===== src/design/charger_regs_consts.svh =====
// register offsets, field positions, reset values and a timing count
// assumes an 8-bit register port with a byte address from the serial front end
`ifndef CHARGER_REGS_CONSTS_SVH
`define CHARGER_REGS_CONSTS_SVH

// ----------------------------------------
// register offsets
// ----------------------------------------
`define OFS_OUTPUT_LEVEL  8'h00
`define OFS_FREQ_GAIN     8'h01
`define OFS_CUR_LIMIT     8'h02
`define OFS_RETRY_CHARGE  8'h03
`define OFS_CFG_COMPLETE  8'h04
`define OFS_SAMPLE_REQ    8'h05
`define OFS_EVENT_MASK    8'h07
`define OFS_BUS_MASK      8'h08
`define OFS_INPUT_MASK    8'h09
`define OFS_EVENT_FLAGS   8'h0A
`define OFS_BUS_FLAGS     8'h0B
`define OFS_INPUT_FLAGS   8'h0C

// ----------------------------------------
// field positions
// ----------------------------------------
`define BIT_CONV_ON       5
`define BIT_SYNC_DIR      1
`define BIT_SPREAD        0
`define BIT_TRIP          4
`define BIT_AUTO_CLEAR    7
`define BIT_UNCONFIGURED  7
`define BIT_ATTACH_SEEN   3
`define BIT_ATTACH_CHANGE 1
`define BIT_MEAS_DONE     0
`define BIT_LIMIT_LOW     5
`define BIT_CUR_LIMIT     4

// ----------------------------------------
// writable masks and reset values
// ----------------------------------------
`define WMASK_OUTPUT      8'h3F
`define WMASK_FREQ_GAIN   8'hFF
`define WMASK_CUR_LIMIT   8'h17
`define WMASK_RETRY       8'hF0
`define WMASK_EVENT       8'h8B
`define WMASK_BUS         8'h3F
`define WMASK_INPUT       8'h0E
`define RST_OUTPUT_LEVEL  8'h20
`define RST_FREQ_GAIN     8'h00
`define RST_CUR_LIMIT     8'h07
`define RST_MASK          8'h00
`define LEVEL_DEFAULT     3'h0
`define LEVEL_PASS        3'h4

// ----------------------------------------
// timing
// ----------------------------------------
`define SAMPLE_TIME_NS    1000
`define CLK_PERIOD_NS     25
`define SAMPLE_CYCLES     ((`SAMPLE_TIME_NS + `CLK_PERIOD_NS - 1) / `CLK_PERIOD_NS)

`endif


===== src/design/charger_regs_pkg.sv =====
// types shared by the charger setup and flag register bank
// assumes the consts header is included by the files that need numbers
`default_nettype none
package charger_regs_pkg;
  // register port request from the serial front end
  typedef struct packed {
    logic       wr;    // write strobe, one cycle
    logic       rd;    // read strobe, one cycle
    logic [7:0] addr;  // register offset
    logic [7:0] wdata; // write data
  } reg_req_s;
  // raw conditions from the analog side
  typedef struct packed {
    logic limit_low;  // current limit with undervoltage
    logic cur_limit;  // current limit
    logic bus_ov;     // bus overvoltage
    logic bus_uv;     // bus undervoltage
    logic bus_short;  // short to ground
    logic overtemp;   // overtemperature
    logic therm_warn; // thermal warning
    logic input_overvolt_flag;      // input overvoltage
    logic datapin_overvolt_flag;    // data pin overvoltage
    logic attached;   // charge detect sees a device
  } cond_s;
  // converter setup outputs
  typedef struct packed {
    logic [2:0] output_level_sel;
    logic       sync_is_input;
    logic       spread_en;
    logic [2:0] switch_freq_sel;
    logic [4:0] drop_gain;
    logic       trip_behaviour;
    logic [2:0] current_limit_sel;
    logic [1:0] retry_delay_sel;
    logic [1:0] charge_detect_mode;
  } setup_s;
  // sampler state
  typedef enum logic [0:0] {SAMP_IDLE, SAMP_BUSY} samp_e;
endpackage : charger_regs_pkg
`default_nettype wire


===== src/design/usb_charger_setup_irq_regs.sv =====
// setup and interrupt flag register bank of a usb charger converter
// assumes a serial front end gives one-cycle rd/wr strobes on this clock
// Summary of operation
// - output level decodes 0 default, 4 pass-through
// - bit 1 sync direction, strap preloaded
// - bit 0 spread spectrum, strap preloaded
// - frequency field bits 7:5, resets zero
// - five-bit cable gain, resets zero
// - trip bit selects combined or plain fault
// - current limit bits 2:0, resets seven
// - retry delay bits 7:6, resets zero
// - charge detect mode preloaded from straps
// - converter held off until configured
// - sample request bit self-clears when done
// - measurement done flag, clear on read
// - auto-clear bit chooses latched or live flags
// - mask bits admit flags to interrupt
// - unconfigured flag reads one until configured
// - attach change flag ignores auto-clear
// - attach seen flag on attachment
// - fault flags clear on read if resolved
// - trip bit suppresses one of two limit flags
// - converter enable ands with external pin
// - third register faults clear if resolved
// - read of flag register drops interrupt
`default_nettype none
`include "charger_regs_consts.svh"

module usb_charger_setup_irq_regs #(
  parameter int SAMPLE_CYCLES = `SAMPLE_CYCLES  // sample duration in clocks
) (
  // clock and reset
  input  wire logic                       clock,
  input  wire logic                       rst,
  // register port
  input  wire charger_regs_pkg::reg_req_s req,
  output var  logic [7:0]                 rdata,
  // straps and pins
  input  wire logic                       strap_sync_dir,
  input  wire logic                       strap_spread,
  input  wire logic [1:0]                 strap_charge_mode,
  input  wire logic                       ext_enable_pin,
  // analog side
  input  wire charger_regs_pkg::cond_s    cond,
  input  wire logic                       sample_done,
  // outputs
  output var  charger_regs_pkg::setup_s   setup,
  output var  logic                       converter_on,
  output var  logic                       sample_start,
  output var  logic                       irq
);

  // ----------------------------------------
  // elaboration checks
  // ----------------------------------------
  if (SAMPLE_CYCLES < 1) begin : g_chk
    $error("SAMPLE_CYCLES must be at least one");
  end

  // ----------------------------------------
  // input synchronisers
  // ----------------------------------------
  logic [13:0] sync1_q;  // first stage, read only by second
  logic [13:0] sync2_q;  // settled copy
  logic [13:0] raw_in;   // async inputs together except the charge mode strap
  assign raw_in = {cond, ext_enable_pin, strap_sync_dir, strap_spread, sample_done};
  // two flops on every pin input
  always_ff @(posedge clock) begin
    if (rst) begin
      sync1_q <= 14'h0000;
      sync2_q <= 14'h0000;
    end else begin
      sync1_q <= raw_in;
      sync2_q <= sync1_q;
    end
  end
  charger_regs_pkg::cond_s c;  // settled conditions
  logic pin_en_s;             // settled external enable
  logic s_sync_dir;           // settled sync strap
  logic s_spread;             // settled spread strap
  logic done_s;               // settled sample finish
  assign {c, pin_en_s, s_sync_dir, s_spread, done_s} = sync2_q;
  logic [1:0] mode_s1_q;      // charge mode strap first stage
  logic [1:0] mode_s2_q;      // charge mode strap second stage
  always_ff @(posedge clock) begin
    if (rst) begin
      mode_s1_q <= 2'h0;
      mode_s2_q <= 2'h0;
    end else begin
      mode_s1_q <= strap_charge_mode;
      mode_s2_q <= mode_s1_q;
    end
  end

  // ----------------------------------------
  // strap capture after reset release
  // ----------------------------------------
  // straps are caught a few clocks after release, once the sync chain is full
  logic [1:0] strap_cnt_q;  // settling counter
  logic       strap_ld;     // one-cycle load of strap values
  always_ff @(posedge clock) begin
    if (rst) begin
      strap_cnt_q <= 2'h0;
    end else if (strap_cnt_q != 2'h3) begin
      strap_cnt_q <= strap_cnt_q + 2'h1;
    end
  end
  assign strap_ld = (strap_cnt_q == 2'h2);

  // ----------------------------------------
  // write decode
  // ----------------------------------------
  logic wr;  // write strobe
  logic rd;  // read strobe
  assign wr = req.wr;
  assign rd = req.rd;
  function automatic logic hit(input logic [7:0] ofs);
    hit = (req.addr == ofs);
  endfunction

  // ----------------------------------------
  // setup registers
  // ----------------------------------------
  logic [7:0] out_lvl_q;  // level, sync dir, spread, converter enable
  logic [7:0] freq_q;     // frequency and cable gain
  logic [7:0] current_limit_sel_q;     // trip behaviour and current limit
  logic [7:0] retry_q;    // retry delay and charge mode
  logic       cfg_q;      // configuration complete
  // reserved bits masked on every write
  always_ff @(posedge clock) begin
    if (rst) begin
      out_lvl_q <= `RST_OUTPUT_LEVEL;
      freq_q    <= `RST_FREQ_GAIN;
      current_limit_sel_q    <= `RST_CUR_LIMIT;
      retry_q   <= 8'h00;
    end else if (strap_ld) begin
      out_lvl_q[`BIT_SYNC_DIR] <= s_sync_dir;
      out_lvl_q[`BIT_SPREAD]   <= s_spread;
      retry_q[5:4]             <= mode_s2_q;
    end else if (wr) begin
      if (hit(`OFS_OUTPUT_LEVEL)) out_lvl_q <= req.wdata & `WMASK_OUTPUT;
      if (hit(`OFS_FREQ_GAIN))    freq_q    <= req.wdata & `WMASK_FREQ_GAIN;
      if (hit(`OFS_CUR_LIMIT))    current_limit_sel_q    <= req.wdata & `WMASK_CUR_LIMIT;
      if (hit(`OFS_RETRY_CHARGE)) retry_q   <= req.wdata & `WMASK_RETRY;
    end
  end
  // configured bit, once set stays until reset
  always_ff @(posedge clock) begin
    if (rst) begin
      cfg_q <= 1'b0;
    end else if (wr && hit(`OFS_CFG_COMPLETE) && req.wdata[0]) begin
      cfg_q <= 1'b1;
    end
  end

  // ----------------------------------------
  // decoded setup outputs
  // ----------------------------------------
  // unused level codes fold onto the default level
  always_ff @(posedge clock) begin
    if (rst) begin
      setup <= '0;
    end else begin
      setup.output_level_sel   <= (out_lvl_q[4:2] > `LEVEL_PASS) ? `LEVEL_DEFAULT
                                                                 : out_lvl_q[4:2];
      setup.sync_is_input      <= out_lvl_q[`BIT_SYNC_DIR];
      setup.spread_en          <= out_lvl_q[`BIT_SPREAD];
      setup.switch_freq_sel    <= freq_q[7:5];
      setup.drop_gain          <= freq_q[4:0];
      setup.trip_behaviour     <= current_limit_sel_q[`BIT_TRIP];
      setup.current_limit_sel  <= current_limit_sel_q[2:0];
      setup.retry_delay_sel    <= retry_q[7:6];
      setup.charge_detect_mode <= retry_q[5:4];
    end
  end
  // converter runs only when configured, enabled and pin high
  always_ff @(posedge clock) begin
    if (rst) begin
      converter_on <= 1'b0;
    end else begin
      converter_on <= cfg_q && out_lvl_q[`BIT_CONV_ON] && pin_en_s;
    end
  end

  // ----------------------------------------
  // sample request
  // ----------------------------------------
  charger_regs_pkg::samp_e samp_q;  // sampler state
  logic        req_bit_q;            // readable request bit
  logic        meas_evt;             // one-cycle results ready
  logic [31:0] samp_cnt_q;           // fallback timeout count
  // finishes on the done input or after the sample time
  always_ff @(posedge clock) begin
    if (rst) begin
      samp_q     <= charger_regs_pkg::SAMP_IDLE;
      req_bit_q  <= 1'b0;
      samp_cnt_q <= 32'h0;
    end else begin
      case (samp_q)
        charger_regs_pkg::SAMP_IDLE: begin
          if (wr && hit(`OFS_SAMPLE_REQ) && req.wdata[0]) begin
            samp_q     <= charger_regs_pkg::SAMP_BUSY;
            req_bit_q  <= 1'b1;
            samp_cnt_q <= 32'h0;
          end
        end
        charger_regs_pkg::SAMP_BUSY: begin
          samp_cnt_q <= samp_cnt_q + 32'h1;
          if (done_s || samp_cnt_q >= 32'(SAMPLE_CYCLES - 1)) begin
            samp_q    <= charger_regs_pkg::SAMP_IDLE;
            req_bit_q <= 1'b0;
          end
        end
        default: samp_q <= charger_regs_pkg::SAMP_IDLE;
      endcase
    end
  end
  assign meas_evt = (samp_q == charger_regs_pkg::SAMP_BUSY) &&
                    (done_s || samp_cnt_q >= 32'(SAMPLE_CYCLES - 1));
  // start pulse to the converter of the analog side
  always_ff @(posedge clock) begin
    if (rst) begin
      sample_start <= 1'b0;
    end else begin
      sample_start <= (samp_q == charger_regs_pkg::SAMP_IDLE) && wr &&
                      hit(`OFS_SAMPLE_REQ) && req.wdata[0];
    end
  end

  // ----------------------------------------
  // mask registers
  // ----------------------------------------
  logic [7:0] ev_mask_q;   // event mask and auto clear
  logic [7:0] bus_mask_q;  // bus fault mask
  logic [7:0] in_mask_q;   // input fault mask
  always_ff @(posedge clock) begin
    if (rst) begin
      ev_mask_q  <= `RST_MASK;
      bus_mask_q <= `RST_MASK;
      in_mask_q  <= `RST_MASK;
    end else if (wr) begin
      if (hit(`OFS_EVENT_MASK)) ev_mask_q  <= req.wdata & `WMASK_EVENT;
      if (hit(`OFS_BUS_MASK))   bus_mask_q <= req.wdata & `WMASK_BUS;
      if (hit(`OFS_INPUT_MASK)) in_mask_q  <= req.wdata & `WMASK_INPUT;
    end
  end
  logic auto_clr;  // live flags instead of latched
  assign auto_clr = ev_mask_q[`BIT_AUTO_CLEAR];

  // ----------------------------------------
  // flag sources
  // ----------------------------------------
  logic attached_q;  // previous attach state
  always_ff @(posedge clock) begin
    if (rst) begin
      attached_q <= 1'b0;
    end else begin
      attached_q <= c.attached;
    end
  end
  logic [7:0] ev_set;   // event set terms
  logic [7:0] ev_live;  // event conditions still present
  logic [7:0] bus_set;  // bus fault conditions
  logic [7:0] in_set;   // input fault conditions
  logic       trip;     // trip behaviour bit
  assign trip    = current_limit_sel_q[`BIT_TRIP];
  assign ev_set  = {4'h0, c.attached, 1'b0, c.attached ^ attached_q, meas_evt};
  assign ev_live = {4'h0, c.attached, 3'h0};
  assign bus_set = {2'h0, c.limit_low & ~trip, c.cur_limit & trip, c.bus_ov,
                    c.bus_uv, c.bus_short, c.overtemp};
  assign in_set  = {4'h0, c.therm_warn, c.input_overvolt_flag, c.datapin_overvolt_flag, 1'b0};

  // ----------------------------------------
  // flag registers
  // ----------------------------------------
  logic [7:0] ev_q;   // event flags
  logic [7:0] bus_q;  // bus fault flags
  logic [7:0] in_q;   // input fault flags
  logic rd_ev;        // read of event flags
  logic rd_bus;       // read of bus flags
  logic rd_in;        // read of input flags
  assign rd_ev  = rd && hit(`OFS_EVENT_FLAGS);
  assign rd_bus = rd && hit(`OFS_BUS_FLAGS);
  assign rd_in  = rd && hit(`OFS_INPUT_FLAGS);
  // set wins over clear; faults still present survive a read
  always_ff @(posedge clock) begin
    if (rst) begin
      ev_q  <= 8'h00;
      bus_q <= 8'h00;
      in_q  <= 8'h00;
    end else begin
      // change and done flags ignore auto clear
      ev_q  <= ev_set | (ev_q & ~({8{rd_ev}} |
               ({8{auto_clr}} & ~ev_live & (8'h01 << `BIT_ATTACH_SEEN))));
      bus_q <= bus_set | (bus_q & ~({8{rd_bus}} | {8{auto_clr}}));
      in_q  <= in_set  | (in_q  & ~({8{rd_in}}  | {8{auto_clr}}));
    end
  end
  logic [7:0] ev_view;  // event flags with unconfigured bit
  assign ev_view = ev_q | ({7'h00, ~cfg_q} << `BIT_UNCONFIGURED);

  // ----------------------------------------
  // interrupt and read data
  // ----------------------------------------
  // read pulls the line for one cycle so a persistent fault re-asserts it
  logic [7:0] ev_pend;  // masked pending events
  assign ev_pend = ev_view & ev_mask_q & `WMASK_EVENT & 8'h7F;
  always_ff @(posedge clock) begin
    if (rst) begin
      irq <= 1'b0;
    end else begin
      irq <= (|ev_pend && !rd_ev) || (|(bus_q & bus_mask_q) && !rd_bus) ||
             (|(in_q & in_mask_q) && !rd_in);
    end
  end
  always_ff @(posedge clock) begin
    if (rst) begin
      rdata <= 8'h00;
    end else if (rd) begin
      case (req.addr)
        `OFS_OUTPUT_LEVEL: rdata <= out_lvl_q;
        `OFS_FREQ_GAIN:    rdata <= freq_q;
        `OFS_CUR_LIMIT:    rdata <= current_limit_sel_q;
        `OFS_RETRY_CHARGE: rdata <= retry_q;
        `OFS_CFG_COMPLETE: rdata <= {7'h00, cfg_q};
        `OFS_SAMPLE_REQ:   rdata <= {7'h00, req_bit_q};
        `OFS_EVENT_MASK:   rdata <= ev_mask_q;
        `OFS_BUS_MASK:     rdata <= bus_mask_q;
        `OFS_INPUT_MASK:   rdata <= in_mask_q;
        `OFS_EVENT_FLAGS:  rdata <= ev_view;
        `OFS_BUS_FLAGS:    rdata <= bus_q;
        `OFS_INPUT_FLAGS:  rdata <= in_q;
        default:           rdata <= 8'h00;
      endcase
    end
  end

  // ----------------------------------------
  // assertions
  // ----------------------------------------
  a_conv_gated: assert property (@(posedge clock) disable iff (rst)
    !cfg_q |=> !converter_on) else $error("converter on before configured");
  a_level_fold: assert property (@(posedge clock) disable iff (rst)
    out_lvl_q[4:2] > 3'h4 |=> setup.output_level_sel == 3'h0)
    else $error("level not folded");
  a_req_clears: assert property (@(posedge clock) disable iff (rst)
    samp_q == charger_regs_pkg::SAMP_BUSY && done_s |=> !req_bit_q)
    else $error("request stuck");
  a_done_sets: assert property (@(posedge clock) disable iff (rst)
    meas_evt |=> ev_q[0]) else $error("done flag lost");
  // checks the read path, not just the view expression
  a_unconfig_bit: assert property (@(posedge clock) disable iff (rst)
    rd_ev |=> rdata[7] == !$past(cfg_q)) else $error("unconfigured bit wrong");
  a_limit_supp: assert property (@(posedge clock) disable iff (rst)
    !trip && !bus_q[4] |=> !bus_q[4]) else $error("limit flag leaked");
  a_fault_keep: assert property (@(posedge clock) disable iff (rst)
    rd_bus && c.overtemp |=> bus_q[0]) else $error("live fault cleared");
  a_read_drops: assert property (@(posedge clock) disable iff (rst)
    rd_bus && ev_pend == 8'h00 && (in_q & in_mask_q) == 8'h00 |=> !irq)
    else $error("irq held through read");
  a_mask_gate: assert property (@(posedge clock) disable iff (rst)
    ev_mask_q == 8'h00 && bus_mask_q == 8'h00 && in_mask_q == 8'h00 |=> !irq)
    else $error("masked irq");
  c_sample: cover property (@(posedge clock) disable iff (rst) sample_start ##[1:60] meas_evt);
  c_fault_irq: cover property (@(posedge clock) disable iff (rst) irq && bus_q != 8'h00);
  c_configure: cover property (@(posedge clock) disable iff (rst) $rose(cfg_q));

endmodule : usb_charger_setup_irq_regs
`default_nettype wire


===== config.mk =====
export PLATFORM = sky130hd
export DESIGN_NAME = usb_charger_setup_irq_regs
export DESIGN_NICKNAME = d
export VERILOG_FILES = /design/src/design/charger_regs_pkg.sv /design/src/design/usb_charger_setup_irq_regs.sv
export VERILOG_INCLUDE_DIRS = /design/src /design/src/design
export SDC_FILE = /design/constraint.sdc
export NUM_CORES = 1
export LEC_CHECK = 0
export ABC_AREA = 0
export BUFFER_PORTS_ARGS = -buffer_cell sky130_fd_sc_hd__buf_2
export CAP_MARGIN = 20
export CORE_MARGIN = 3
export CORE_UTILIZATION = 53
export CTS_BUF_LIST = sky130_fd_sc_hd__clkbuf_4 sky130_fd_sc_hd__clkbuf_8 sky130_fd_sc_hd__clkbuf_16
export CTS_CLUSTER_SIZE = 30
export DETAILED_ROUTE_END_ITERATION = 8
export PLACE_DENSITY = 0.8
export SYNTH_ARGS = -nofsm -noshare
export SYNTH_HDL_FRONTEND = slang
export SYNTH_SLANG_ARGS = --single-unit
export TNS_END_PERCENT = 5

===== constraint.sdc =====
create_clock -name clock -period 2.27 [get_ports clock]
set_clock_uncertainty 0.2 [all_clocks]
set_input_delay 0.454 -clock clock [delete_from_list [all_inputs] [get_ports clock]]
set_output_delay 0.454 -clock clock [all_outputs]
set_load 0.1 [all_outputs]

==> reports/qor.yml <==
status:
  status: "complete, no violations"
worst_setup_path:
  end_kind: "register"
  required_ns: 2.39
  r2r_setup_slack_ns: 0.13
  slowest_stage: "or4_4"
  arrival_ns: 2.26
  cpPeakStageDelay_ns: 0.63
  critPathMaxFanout: 10
  critPathKind: "reg -> reg"
  crit_chain: "nand4_1 -> or4_4 -> nor4_2 -> mux2_2"
  critPathLaunchType: "register"
clock_tree:
  clockBufferDepth: 2
  cts_buffers: 17
  cts.sinks: 161
  clock_latency_ns: 0.43
  cts_setup_buffers: 0
  ctsHoldBuffers: 0
  cts-root-buf: "clkbuf_16"
  cts.clk_slew.worst_paths_ns: 0.07
  cts_max_level: 4
  cts_tree: "yes"
grt:
  grt_overflow: 0
  grt_first_pass_wirelength_mm: 25.5
  track_usage_pct: 24.3
  grt_max_degree: 138
  grtUsageMet2_pct: 39.2
  use_met1_pct: 30.5
  gr-usage-met3_pct: 7.25
  antenna_found_initial: 0
  busiest_layer: "met2"
  first_global_vias: 5084
timing:
  fin_ws_ns: 0.128
  slew_headroom_pct: 62.1
  slew_violations: 0
  worst_pin_slew_ns: 0.568
  max_freq_mhz: 467
  fin_crit_ns: 2.14
  finalSetupTns_ns: 0
  timing.final.crit_share_pct: 94.4
  rsz0062_at_grt: "false"
  hold_violations: 0
  finalSetupViolations: 0
floorplan:
  die_w_um: 116
  start_util_pct: 55.3
  core_um2: 11700
  ios: 68
  dieArea_um2: 13500
  fp-row-count: 39
  die_y_um: 116
detailed_routing:
  drt-total-wl_mm: 16.1
  via_count: 5430
  antenna_left: 0
  post-route-drc-count: 0
  dr.pass1.iters: 6
  drt-vias-per-instance: 5.95
  drt_iter0_markers: 580
  wl_per_cell_um: 17.7
pwr:
  clock_power_share_pct: 47.0
  pwr-share-seq_pct: 47.0
  netSwitchingFraction_pct: 22.6
  power.internal_uw: 4800
  comb_power_share_pct: 6.0
  power_uw: 6210
  p_leak_uw: 0.00333
  ir_drop_v: 0.000641
  power_density_nw_per_um2: 792
  p_sw_uw: 1400
finish:
  n_antenna_cell: 0
  drive_gt1_share_pct: 23.9
  final_cells: 912
  fillers: 914
  regArea_um2: 3220
  nNetsFinal: 796
  stdcell_area_um2: 7840
  syn2layout_area_growth_pct: 21.6
  multi_input_area_um2: 3010
synthesis:
  async_flop_share_pct: 0
  yosysSeqAreaShare_pct: 50.0
  yosysTopAreaCell: "dfxtp_1"
  ys_top_cells_by_count: "dfxtp_1, nor2_1, nor2b_1"
  ys_top_cells_by_area: "dfxtp_1, mux2i_1, nor2b_1"
  syn_area_um2: 6450
  synthMuxAreaShare_pct: 10.0
  synth_most_common_cell: "dfxtp_1"
  synth_cell_types: 56
  netlist_instances: 659
  yosysWarningCount: 0
  synthXorXnorAreaFrac_pct: 0.543
  yosys.area_share.simple_pct: 23.6
  syn_avg_cell_area_um2: 9.78
  synth_edf_count: 0
  ys_seq_elements: 161
  synth_compound_area_share_pct: 11.6
  synthAdderAreaFrac_pct: 0.582
  synth_top_family_by_area: "simple AND/OR/NAND/NOR gates"
  synth_ff_type: "dfxtp_1"
  synth_top_area_share_pct: 50.0
  synth_nets: 698
min_path:
  hold_path.class: "in -> reg"
placement:
  postPlaceCellArea_um2: 7210
  dp.cells: 881
  dp_slack_ns: -0.138
  port_buffers: 67
  dpl.hpwl_mm: 11.2
  place_congestion: 0.903
flow_run:
  drv_cap: 0
stage by stage:
stage	hold slack (ns)	util [%]
final	0.0316	67.2
after global routing	0.0249	67.2
after CTS	0.0224	67.1
after detailed placement	0.223	61.8
after global placement	0.217	61.8
after floorplan	0.213	-
path summary, 6_finish.rpt:
check                         to  cells after the start            from
setup / recovery  samp_cnt_q[27]                      4  samp_cnt_q[13]
hold / removal        sync1_q[3]                      2  ext_enable_pin
setup reg to reg  samp_cnt_q[27]                      4  samp_cnt_q[13]
hold reg to reg       sync2_q[8]                      1      sync1_q[8]
layer usage:
metal,routed length (um),part of all wire [%]
met1,6850,43
met4,418,2.6
met5,0,0
met2,7730,48
met3,1110,6.9
sequential cells by signal, summed over array words and instances (netlist names), 2 cells and up:
name,count
samp_cnt_q,32
setup,21
sync1_q,14
sync2_q,14
bus_q,8
ev_q,8
freq_q,8
in_q,8
rdata,8
bus_mask_q,6
out_lvl_q,6
current_limit_sel_q,4
ev_mask_q,4
retry_q,4
in_mask_q,3
mode_s1_q,2
mode_s2_q,2
strap_cnt_q,2
what timing repair did:
action | 4_1_cts | 5_1_grt
setup endpoints to repair | 2 | 2
pin swaps | 0 | 0
gates cloned | 0 | 0
endpoints found under the hold margin | 0 | 0
resized for setup | 1 | 3
area by class of cell:
type                       instances  area share, %
clock buffer                      20           5.80
clock inverter                    11           1.98
inverter                          19          0.910
multi-input combinational        441           38.5
sequential                       161           41.1
tap                              143           2.28
timing repair buffer             117           9.42
critical path: cells and delay by family, from the launching register on:
family	cells	cell delay (ns)
flip-flops	1	0.39
multiplexers	1	0.37
AND/OR/NAND/NOR	3	1.07
power groups by stage:
stage	logic [uW]	registers, uW	clock network, uW
2_1_floorplan	186	3020	0
3_3_place_gp	355	2980	0
3_5_place_dp	367	2980	0
4_1_cts	370	2920	2950
5_1_grt	404	2920	3050
6_report	373	2920	2920
cell families after synthesis:
family	after synthesis
flops	161
mux	58
xor+xnor	4
fa+ha+maj	3
compound gates	102
buf+inv	57
simple gates	274
placed cells by master (no fill, tap or decap), types with 5 or more instances in the layout:
master / n
a22o_1: 11
buf_2: 66
nor3_1: 13
dfxtp_1: 160
nand2_1: 26
a21oi_1: 26
and2_1: 6
nand3_1: 26
mux2_2: 13
nor4_1: 11
nor2b_1: 54
a221oi_1: 7
o311ai_0: 5
nor2_1: 54
or3_1: 6
or2_2: 8
or4_1: 6
a211oi_1: 5
inv_1: 19
buf_4: 49
o211ai_1: 6
mux2i_1: 41
clkbuf_16: 17
a22oi_1: 7
a31oi_1: 7
and3_1: 24
nand4_1: 15
nor3b_1: 5
No activity file was read; power rests on OpenSTA's default activity.
